===== config.mk =====
export PLATFORM = sky130hd
export DESIGN_NAME = cpst_top
export DESIGN_NICKNAME = d
export VERILOG_FILES = /design/src/rtl/cpst_pkg.sv /design/src/rtl/cpst_sync.sv /design/src/rtl/cpst_top.sv
export VERILOG_INCLUDE_DIRS = /design/src /design/src/rtl
export SDC_FILE = /design/constraint.sdc
export NUM_CORES = 1
export LEC_CHECK = 0
export BUFFER_PORTS_ARGS = -buffer_cell sky130_fd_sc_hd__buf_4
export CAP_MARGIN = 20
export CORE_UTILIZATION = 53
export DETAILED_ROUTE_END_ITERATION = 7
export PLACE_DENSITY = 0.8
export SYNTH_ARGS = -nofsm -noshare
export SYNTH_HDL_FRONTEND = slang
export SYNTH_SLANG_ARGS = --single-unit

===== constraint.sdc =====
create_clock -name CLK -period 2.7 [get_ports CLK]
set_input_delay 0 -clock CLK [delete_from_list [all_inputs] [get_ports CLK]]
set_output_delay 0 -clock CLK [all_outputs]
set_load 0.05 [all_outputs]

===== src/rtl/cpst_params.svh =====
// constants of the cell protection status and trim block
`ifndef CPST_PARAMS_SVH
`define CPST_PARAMS_SVH

`define CPST_IDX_SSC 16'h0000
`define CPST_IDX_IRQ_STAT 16'h0001
`define CPST_IDX_IRQ_EN 16'h0002
`define CPST_IDX_IRQ_CLR 16'h0003
`define CPST_IDX_TRIM_KEY 16'h001d
`define CPST_IDX_TRIM_GAIN 16'h001e
`define CPST_IDX_TRIM_VT 16'h001f
`define CPST_IDX_ADC_CFG 16'h600a

`define CPST_FLAG_LSB 11
`define CPST_FLAG_MSB 15
`define CPST_CHG_MIRROR_BIT 9
`define CPST_DIS_MIRROR_BIT 8
`define CPST_CE_BIT 3
`define CPST_DISEN_BIT 2
`define CPST_MODE_MSB 1
`define CPST_MODE_LSB 0

`define CPST_F_LOWV 0
`define CPST_F_HIGHV 1
`define CPST_F_SHORT 2
`define CPST_F_DISOC 3
`define CPST_F_CHGOC 4
`define CPST_F_TCHG 5
`define CPST_F_TDIS 6
`define CPST_F_SLEEP 7
`define CPST_NFLAG 5

`define CPST_TRIM_KEY_VALID 8'h76
`define CPST_DEF_SLAVE_ADDR 7'h0b
`define CPST_DEF_TEMPCO 8'h00
`define CPST_DEF_VT_WORD 16'h170a
`define CPST_TLIME_BIT 7
`define CPST_MODE_RESET 2'h0
`define CPST_MODE_GATES 2'h3
`define CPST_MODE_ADC_OFF 2'h0

`endif


===== src/rtl/cpst_pkg.sv =====
// types of the cell protection status and trim block
package cpst_pkg;
	typedef enum logic [1:0] {CPST_IDLE, CPST_WR, CPST_RD} cpst_phase_t;
	typedef logic [15:0] cpst_word_t;
endpackage


===== src/rtl/cpst_sync.sv =====
// two flip-flop synchroniser for the fault and sleep levels
`timescale 1ns/10ps
module cpst_sync #(
	parameter int W = 8
) (
	input wire logic CLK,
	input wire logic RST,
	input wire logic [W-1:0] d,
	output logic [W-1:0] q
);
	logic [W-1:0] meta_reg;
	logic [W-1:0] meta_next;
	logic [W-1:0] q_next;

	always_comb begin
		meta_next = d;
		q_next = meta_reg;
	end

	always_ff @(posedge CLK) begin
		if (RST) begin
			meta_reg <= '0;
			q <= '0;
		end else begin
			meta_reg <= meta_next;
			q <= q_next;
		end
	end
endmodule // cpst_sync


===== src/rtl/cpst_top.sv =====
// cell protection status, gate control and user trim with ahb-lite registers
`timescale 1ns/10ps
`include "cpst_params.svh"
module cpst_top #(
	parameter logic [7:0] FACTORY_GAIN_TRIM = 8'h00
) (
	input wire logic CLK,
	input wire logic RST,
	input wire logic HSEL,
	input wire logic [31:0] HADDR,
	input wire logic [1:0] HTRANS,
	input wire logic HWRITE,
	input wire logic [2:0] HSIZE,
	input wire logic [31:0] HWDATA,
	input wire logic HREADY,
	output logic [31:0] HRDATA,
	output logic HREADYOUT,
	output logic HRESP,
	input wire logic CHARGE_OVERCURRENT_FAULT,
	input wire logic DISCHARGE_OVERCURRENT_FAULT,
	input wire logic SHORT_CIRCUIT_FAULT,
	input wire logic HIGH_CELL_VOLTAGE_FAULT,
	input wire logic LOW_CELL_VOLTAGE_FAULT,
	input wire logic CHARGE_TEMP_FAULT,
	input wire logic DISCHARGE_TEMP_FAULT,
	input wire logic SLEEP_ACTIVE,
	output logic CHARGE_GATE_OUT,
	output logic DISCHARGE_GATE_OUT,
	output logic ADC_ENABLE,
	output cpst_pkg::cpst_word_t ADC_CONFIG,
	output cpst_pkg::cpst_word_t VOLT_TEMP_TRIM,
	output logic [6:0] SLAVE_ADDRESS,
	output logic [7:0] CURRENT_GAIN_TRIM,
	output logic [7:0] SENSE_RESISTOR_TEMPCO,
	output logic IRQ
);
	import cpst_pkg::*;

	////////////////////////////////////////////////////////////////////////////
	// pin synchronisation

	logic [7:0] fault_s;
	cpst_sync #(.W(8)) u_sync (
		.CLK(CLK),
		.RST(RST),
		.d({SLEEP_ACTIVE, DISCHARGE_TEMP_FAULT, CHARGE_TEMP_FAULT, CHARGE_OVERCURRENT_FAULT,
			DISCHARGE_OVERCURRENT_FAULT, SHORT_CIRCUIT_FAULT, HIGH_CELL_VOLTAGE_FAULT,
			LOW_CELL_VOLTAGE_FAULT}),
		.q(fault_s)
	);

	////////////////////////////////////////////////////////////////////////////
	// bus phase tracking

	cpst_phase_t phase_reg, phase_next;
	logic [15:0] idx_reg, idx_next;
	logic hit_reg, hit_next;
	logic addr_take;

	assign addr_take = HSEL && HREADY && HTRANS[1];

	always_comb begin
		phase_next = CPST_IDLE;
		idx_next = idx_reg;
		hit_next = hit_reg;
		if (phase_reg == CPST_RD) begin
			// one wait state while the registered read data is loaded into HRDATA
			phase_next = CPST_IDLE;
		end else if (addr_take) begin
			phase_next = HWRITE ? CPST_WR : CPST_RD;
			idx_next = HADDR[17:2];
			hit_next = (HADDR[31:18] == 14'h0000);
		end
	end

	always_ff @(posedge CLK) begin
		if (RST) begin
			phase_reg <= CPST_IDLE;
			idx_reg <= 16'h0000;
			hit_reg <= 1'b0;
		end else begin
			phase_reg <= phase_next;
			idx_reg <= idx_next;
			hit_reg <= hit_next;
		end
	end

	function automatic logic is_wr(input cpst_phase_t ph, input logic hit, input logic [15:0] idx,
			input logic [15:0] target);
		is_wr = (ph == CPST_WR) && hit && (idx == target);
	endfunction

	////////////////////////////////////////////////////////////////////////////
	// control, flag, trim and interrupt registers

	logic [`CPST_NFLAG-1:0] flag_reg, flag_next;
	logic ce_reg, ce_next;
	logic disen_reg, disen_next;
	logic [1:0] mode_reg, mode_next;
	cpst_word_t key_reg, key_next;
	cpst_word_t gain_reg, gain_next;
	cpst_word_t vt_reg, vt_next;
	cpst_word_t adc_reg, adc_next;
	logic [`CPST_NFLAG-1:0] ist_reg, ist_next;
	logic [`CPST_NFLAG-1:0] ien_reg, ien_next;
	logic [`CPST_NFLAG-1:0] fault_d_reg;
	logic [`CPST_NFLAG-1:0] clr_mask;
	logic wr_ssc;

	always_comb begin
		wr_ssc = is_wr(phase_reg, hit_reg, idx_reg, `CPST_IDX_SSC);
		ce_next = ce_reg;
		disen_next = disen_reg;
		mode_next = mode_reg;
		key_next = key_reg;
		gain_next = gain_reg;
		vt_next = vt_reg;
		adc_next = adc_reg;
		ien_next = ien_reg;
		clr_mask = '0;
		if (wr_ssc) begin
			ce_next = HWDATA[`CPST_CE_BIT];
			disen_next = HWDATA[`CPST_DISEN_BIT];
			mode_next = HWDATA[`CPST_MODE_MSB:`CPST_MODE_LSB];
			clr_mask = ~HWDATA[`CPST_FLAG_MSB:`CPST_FLAG_LSB];
		end
		if (is_wr(phase_reg, hit_reg, idx_reg, `CPST_IDX_TRIM_KEY))
			key_next = HWDATA[15:0];
		if (is_wr(phase_reg, hit_reg, idx_reg, `CPST_IDX_TRIM_GAIN))
			gain_next = HWDATA[15:0];
		if (is_wr(phase_reg, hit_reg, idx_reg, `CPST_IDX_TRIM_VT))
			vt_next = HWDATA[15:0];
		if (is_wr(phase_reg, hit_reg, idx_reg, `CPST_IDX_ADC_CFG))
			adc_next = HWDATA[15:0];
		if (is_wr(phase_reg, hit_reg, idx_reg, `CPST_IDX_IRQ_EN))
			ien_next = HWDATA[`CPST_NFLAG-1:0];
		// a live fault keeps its flag; set wins over the clear
		flag_next = fault_s[`CPST_NFLAG-1:0] | (flag_reg & ~clr_mask);
		ist_next = ist_reg;
		if (is_wr(phase_reg, hit_reg, idx_reg, `CPST_IDX_IRQ_CLR))
			ist_next = ist_reg & ~HWDATA[`CPST_NFLAG-1:0];
		ist_next = ist_next | (fault_s[`CPST_NFLAG-1:0] & ~fault_d_reg);
	end

	always_ff @(posedge CLK) begin
		if (RST) begin
			flag_reg <= '0;
			ce_reg <= 1'b0;
			disen_reg <= 1'b0;
			mode_reg <= `CPST_MODE_RESET;
			key_reg <= 16'h0000;
			gain_reg <= 16'h0000;
			vt_reg <= 16'h0000;
			adc_reg <= 16'h0000;
			ist_reg <= '0;
			ien_reg <= '0;
			fault_d_reg <= '0;
		end else begin
			flag_reg <= flag_next;
			ce_reg <= ce_next;
			disen_reg <= disen_next;
			mode_reg <= mode_next;
			key_reg <= key_next;
			gain_reg <= gain_next;
			vt_reg <= vt_next;
			adc_reg <= adc_next;
			ist_reg <= ist_next;
			ien_reg <= ien_next;
			fault_d_reg <= fault_s[`CPST_NFLAG-1:0];
		end
	end

	////////////////////////////////////////////////////////////////////////////
	// trim selection and gate control

	logic key_ok;
	logic tlime;
	logic chg_next, dis_next;
	logic [6:0] sa_next;
	logic [7:0] gtrim_next, tc_next;
	cpst_word_t vtt_next;

	always_comb begin
		// one key gates every field at once
		key_ok = (key_reg[7:0] == `CPST_TRIM_KEY_VALID);
		sa_next = key_ok ? key_reg[14:8] : `CPST_DEF_SLAVE_ADDR;
		gtrim_next = key_ok ? gain_reg[15:8] : FACTORY_GAIN_TRIM;
		tc_next = key_ok ? gain_reg[7:0] : `CPST_DEF_TEMPCO;
		vtt_next = key_ok ? vt_reg : `CPST_DEF_VT_WORD;
		tlime = vtt_next[`CPST_TLIME_BIT];
		// gates use live faults so a write can never beat them
		chg_next = ce_reg && (mode_reg == `CPST_MODE_GATES) && !fault_s[`CPST_F_SLEEP]
			&& !fault_s[`CPST_F_HIGHV] && !fault_s[`CPST_F_LOWV] && !fault_s[`CPST_F_CHGOC]
			&& !(tlime && fault_s[`CPST_F_TCHG]);
		dis_next = disen_reg && (mode_reg == `CPST_MODE_GATES) && !fault_s[`CPST_F_SLEEP]
			&& !fault_s[`CPST_F_LOWV] && !fault_s[`CPST_F_CHGOC] && !fault_s[`CPST_F_DISOC]
			&& !fault_s[`CPST_F_SHORT] && !(tlime && fault_s[`CPST_F_TDIS]);
	end

	always_ff @(posedge CLK) begin
		if (RST) begin
			CHARGE_GATE_OUT <= 1'b0;
			DISCHARGE_GATE_OUT <= 1'b0;
			ADC_ENABLE <= 1'b0;
			ADC_CONFIG <= 16'h0000;
			VOLT_TEMP_TRIM <= `CPST_DEF_VT_WORD;
			SLAVE_ADDRESS <= `CPST_DEF_SLAVE_ADDR;
			CURRENT_GAIN_TRIM <= FACTORY_GAIN_TRIM;
			SENSE_RESISTOR_TEMPCO <= `CPST_DEF_TEMPCO;
			IRQ <= 1'b0;
		end else begin
			// high pulls the gate to the pump, low clamps it to its off rail
			CHARGE_GATE_OUT <= chg_next;
			DISCHARGE_GATE_OUT <= dis_next;
			ADC_ENABLE <= (mode_reg != `CPST_MODE_ADC_OFF);
			ADC_CONFIG <= adc_reg;
			VOLT_TEMP_TRIM <= vtt_next;
			SLAVE_ADDRESS <= sa_next;
			CURRENT_GAIN_TRIM <= gtrim_next;
			SENSE_RESISTOR_TEMPCO <= tc_next;
			IRQ <= |(ist_reg & ien_reg);
		end
	end

	////////////////////////////////////////////////////////////////////////////
	// read data and bus answer

	logic [31:0] rdata_next;
	logic ready_next;
	cpst_word_t ssc_word;

	always_comb begin
		ssc_word = 16'h0000;
		ssc_word[`CPST_FLAG_MSB:`CPST_FLAG_LSB] = flag_reg;
		ssc_word[`CPST_CHG_MIRROR_BIT] = CHARGE_GATE_OUT;
		ssc_word[`CPST_DIS_MIRROR_BIT] = DISCHARGE_GATE_OUT;
		ssc_word[`CPST_CE_BIT] = ce_reg;
		ssc_word[`CPST_DISEN_BIT] = disen_reg;
		ssc_word[`CPST_MODE_MSB:`CPST_MODE_LSB] = mode_reg;
		rdata_next = HRDATA;
		ready_next = 1'b1;
		if (phase_next == CPST_RD)
			ready_next = 1'b0;
		if (phase_reg == CPST_RD) begin
			rdata_next = 32'h00000000;
			if (hit_reg) begin
				unique case (idx_reg)
					`CPST_IDX_SSC: rdata_next = {16'h0000, ssc_word};
					`CPST_IDX_IRQ_STAT: rdata_next = {27'h0000000, ist_reg};
					`CPST_IDX_IRQ_EN: rdata_next = {27'h0000000, ien_reg};
					`CPST_IDX_TRIM_KEY: rdata_next = {16'h0000, key_reg};
					`CPST_IDX_TRIM_GAIN: rdata_next = {16'h0000, gain_reg};
					`CPST_IDX_TRIM_VT: rdata_next = {16'h0000, vt_reg};
					`CPST_IDX_ADC_CFG: rdata_next = {16'h0000, adc_reg};
					default: rdata_next = 32'h00000000;
				endcase
			end
		end
	end

	always_ff @(posedge CLK) begin
		if (RST) begin
			HRDATA <= 32'h00000000;
			HREADYOUT <= 1'b1;
			HRESP <= 1'b0;
		end else begin
			HRDATA <= rdata_next;
			HREADYOUT <= ready_next;
			HRESP <= 1'b0;
		end
	end

	for (genvar gi = 0; gi < `CPST_NFLAG; gi++) begin : g_flag_chk

	end
endmodule // cpst_top


==> results.txt <==
----------------------------------------------------
[Run status]
  Outcome ... complete, no violations

[Yosys]
  Yosys warning total ... 0
  Number of synthesized register bits ... slightly below 200
  Summed instance area of the synthesized netlist ... about 0.0074 mm²
  Post-synth top flop ... sky130_fd_sc_hd__dfxtp_1
  Post-synthesis async set-or-reset flop share ... 0%
  Synth Instances ... approximately 810
  Number of enable-type register cells in the synthesized netlist ... 0
  Share of Yosys cell area claimed by the top area cell type ... a little over half
  Sequential fraction of the synthesis area ... a little over half
  Most area-hungry cell type in the Yosys netlist ... sky130_fd_sc_hd__dfxtp_1
  Number of distinct standard cells referenced by the synthesized netlist ... 43
  Mean area per synthesized cell ... 9.15 µm²
  Main area contributors after synthesis ... sky130_fd_sc_hd__dfxtp_1, sky130_fd_sc_hd__nand2_1, sky130_fd_sc_hd__a21oi_1

[Worst hold path]
  Worst hold-check path type ... in2reg

[Critical path]
  CP top delay family ... simple AND/OR/NAND/NOR gates
  Cell occurring most often along the worst timing path ... sky130_fd_sc_hd__or4_4
  Longest individual stage delay on the worst path ... approximately 0.61 ns
  Kind of launch point of the worst setup path ... flip-flop
  Element type at the critical path end ... flip-flop
  Required time of the critical path ... around 3 ns
  Slowest library cell on the worst path ... sky130_fd_sc_hd__or4_4
  Worst path bufs/invs ... 0
  Worst-path fanout max ... 10
  Critical path class ... reg2reg
  Worst path cell trace ... or4_4 > or4_4 > or4_1 > o21ai_0 > a21oi_1
  Data arrival time of the worst path ... approximately 2.9 ns

[Layout]
  Final core utilization ... 71.4%
  Signed area change from the synthesized netlist to the final layout ... 29.5%
  Final-stage net count ... ~1100
  Filler Cell Count ... roughly 1000
  Leading cell type in the layout, fill and taps excluded ... sky130_fd_sc_hd__dfxtp_1
  Ratio of cells with drive above 1 in the final layout ... a little over a fifth
  Final Instance Count excl. Fillers ... 1165
  Antenna diode count ... 0
  Most used cells in the layout excluding fill and tap cells ... sky130_fd_sc_hd__dfxtp_1, sky130_fd_sc_hd__buf_4, sky130_fd_sc_hd__nand2_1, sky130_fd_sc_hd__a21oi_1

[CTS]
  Clock sinks ... just under 200
  Number of hold buffers added after cts ... 44
  Root buf cell ... sky130_fd_sc_hd__clkbuf_16
  Clock buffer count from CTS ... 17
  Clock slew at the register clock pins of the worst setup and hold paths ... 0.07 ns
  H-tree depth ... 4
  Clock latency on the worst-skew pair ... around 0.44 ns
  Maximum number of buffers from clock root to sink ... 2
  Number of gates resized after cts ... 0
  Post-CTS setup buffer count ... 0
  CTS tree ... done

[Routing]
  Starting DRT DRC Count ... between 500 and 600
  Via density ... 5.50
  DR WL/cell ... 16.4 µm
  Number of detailed-route iterations in the first pass ... 5
  Post-route DRC violation count ... 0
  Aggregate routed wire length ... approximately 19 mm
  Via count of the routed design ... around 6400
  Final antenna-violating net count ... 0

[Placement]
  Final HPWL from detailed placement ... approximately 13 mm
  IO buf count ... 135
  Routability congestion estimate ... approximately 0.92
  Instance count after placement with tap cells included ... ~1100

[Die]
  Die boundary width ... roughly 120 µm
  Die area ... between 0.01 and 0.015 mm²
  I/O pin count ... 175
  Die extent in y ... between 100 and 150 µm
  Total number of placement rows ... between 40 and 50
  Area of the core ... about 0.013 mm²
  Starting Density ... 55.2%

[Timing]
  Endpoints failing setup ... 0
  Worst max-slew margin expressed relative to the limit ... 50.3%
  Setup TNS ... 0 ns
  Pin slew with the least headroom to its limit ... 0.745 ns
  Final worst clock skew ... ~0.0050 ns
  Min Clock Period, post-route ... approximately 2.6 ns
  Final count of hold timing violations ... 0
  Final number of max-transition violations ... 0
  RSZ-0062 raised after global routing ... no
  F_max ... 390 MHz
  Share of the clock period used by the worst path after layout ... 94.9%

[Global route]
  GRT busiest layer ... met2
  Global routing usage summed across all routing layers ... about 28%
  Antenna violations before repair ... 0
  Met1 capacity usage during global routing ... 33.4%
  Met2 Use GR ... a little under half
  M3 GR Usage ... around 6.6%
  Via count of the first global-routing pass ... between 6000 and 7000
  Total overflow reported by the global router ... 0
  Global-route wire length before repair ... 30.5 mm
  Largest net degree at the start of global routing ... 74

[Power and ir drop]
  Largest voltage drop on the vdd net ... roughly 0.00043 V
  Pwr per Cell Area ... about 620 mW/mm²
  Leak Pwr ... between 0.003 and 0.004 µW

[Run]
  Max_cap viols ... 0

----------------------------------------------------
metal layers:
layer  share of wire [%]  vias to the layer above
met1                  40                     2969
met2                  49                      319
met3                 7.1                       62
met4                 4.5                        0
li1                    -                     3059
met5                   0                        -
metrics by stage:
step / setup WS, ns / instance area [µm²] / hold WS, ns / power (µW)
after CTS: 0.125 / 9570 / 0.0853 / 5940
after floorplan: 0.243 / 7450 / 0.124 / 3250
after detailed placement: 0.157 / 8520 / 0.214 / 3360
after global routing: 0.0354 / 9570 / 0.114 / 6120
after global placement: 0.202 / 8520 / 0.211 / 3360
final: 0.137 / 9570 / 0.0969 / 5920
where the power goes:
part | switching [µW] | internal (µW) | total [µW]
clock network | 1100 | 1460 | 2570
logic | 214 | 153 | 367
registers | 22.7 | 2960 | 2990
area by class of cell:
class	instances	area, µm²	area share, %
clock buffer	18	429	4.49
multi-input combinational	546	3090	32.3
inverter	9	33.8	0.353
clock inverter	14	175	1.83
sequential	199	3980	41.6
timing repair buffer	203	1630	17.1
tap	176	220	2.30
cells by family after synthesis:
logic type / Yosys count / synth area share, %
flip-flops: 199 / 53.9
multiplexers: 39 / 5.47
other: 1 / 0.0507
AO/OA/AOI/OAI: 148 / 12.6
AND/OR/NAND/NOR: 342 / 22.8
buffers and inverters: 79 / 5.16
cell usage after synthesis (2+ instances only):
cell / n
sky130_fd_sc_hd__mux2_2: 11
sky130_fd_sc_hd__a22oi_1: 14
sky130_fd_sc_hd__a21oi_1: 73
sky130_fd_sc_hd__buf_2: 5
sky130_fd_sc_hd__a22o_1: 4
sky130_fd_sc_hd__inv_1: 9
sky130_fd_sc_hd__a211oi_1: 16
sky130_fd_sc_hd__or4_4: 3
sky130_fd_sc_hd__a222oi_1: 5
sky130_fd_sc_hd__or3_1: 12
sky130_fd_sc_hd__nor2_1: 44
sky130_fd_sc_hd__a2bb2oi_1: 3
sky130_fd_sc_hd__and2_1: 29
sky130_fd_sc_hd__buf_1: 3
sky130_fd_sc_hd__o21ai_0: 16
sky130_fd_sc_hd__dfxtp_1: 199
sky130_fd_sc_hd__nor3_1: 15
sky130_fd_sc_hd__buf_6: 2
sky130_fd_sc_hd__or4_1: 4
sky130_fd_sc_hd__nand2_1: 153
sky130_fd_sc_hd__buf_4: 17
sky130_fd_sc_hd__nor4_1: 7
sky130_fd_sc_hd__clkbuf_1: 43
sky130_fd_sc_hd__nand3_1: 6
sky130_fd_sc_hd__mux2i_1: 28
sky130_fd_sc_hd__nor3_2: 5
sky130_fd_sc_hd__nor2b_1: 40
sky130_fd_sc_hd__or2_2: 3
sky130_fd_sc_hd__nand4_1: 5
sky130_fd_sc_hd__nand2b_1: 9
sky130_fd_sc_hd__a221oi_1: 13
final timing paths:
check	start	to	slack, ns	depth (start not counted)
max reg2reg	idx_reg[15]	ist_reg[1]	0.14	5
max	idx_reg[15]	ist_reg[1]	0.14	5
min reg2reg	u_sync.meta_reg[7]	u_sync.q[7]	0.43	1
min	RST	adc_reg[13]	0.1	2
Power figures use the tool's default switching activity.
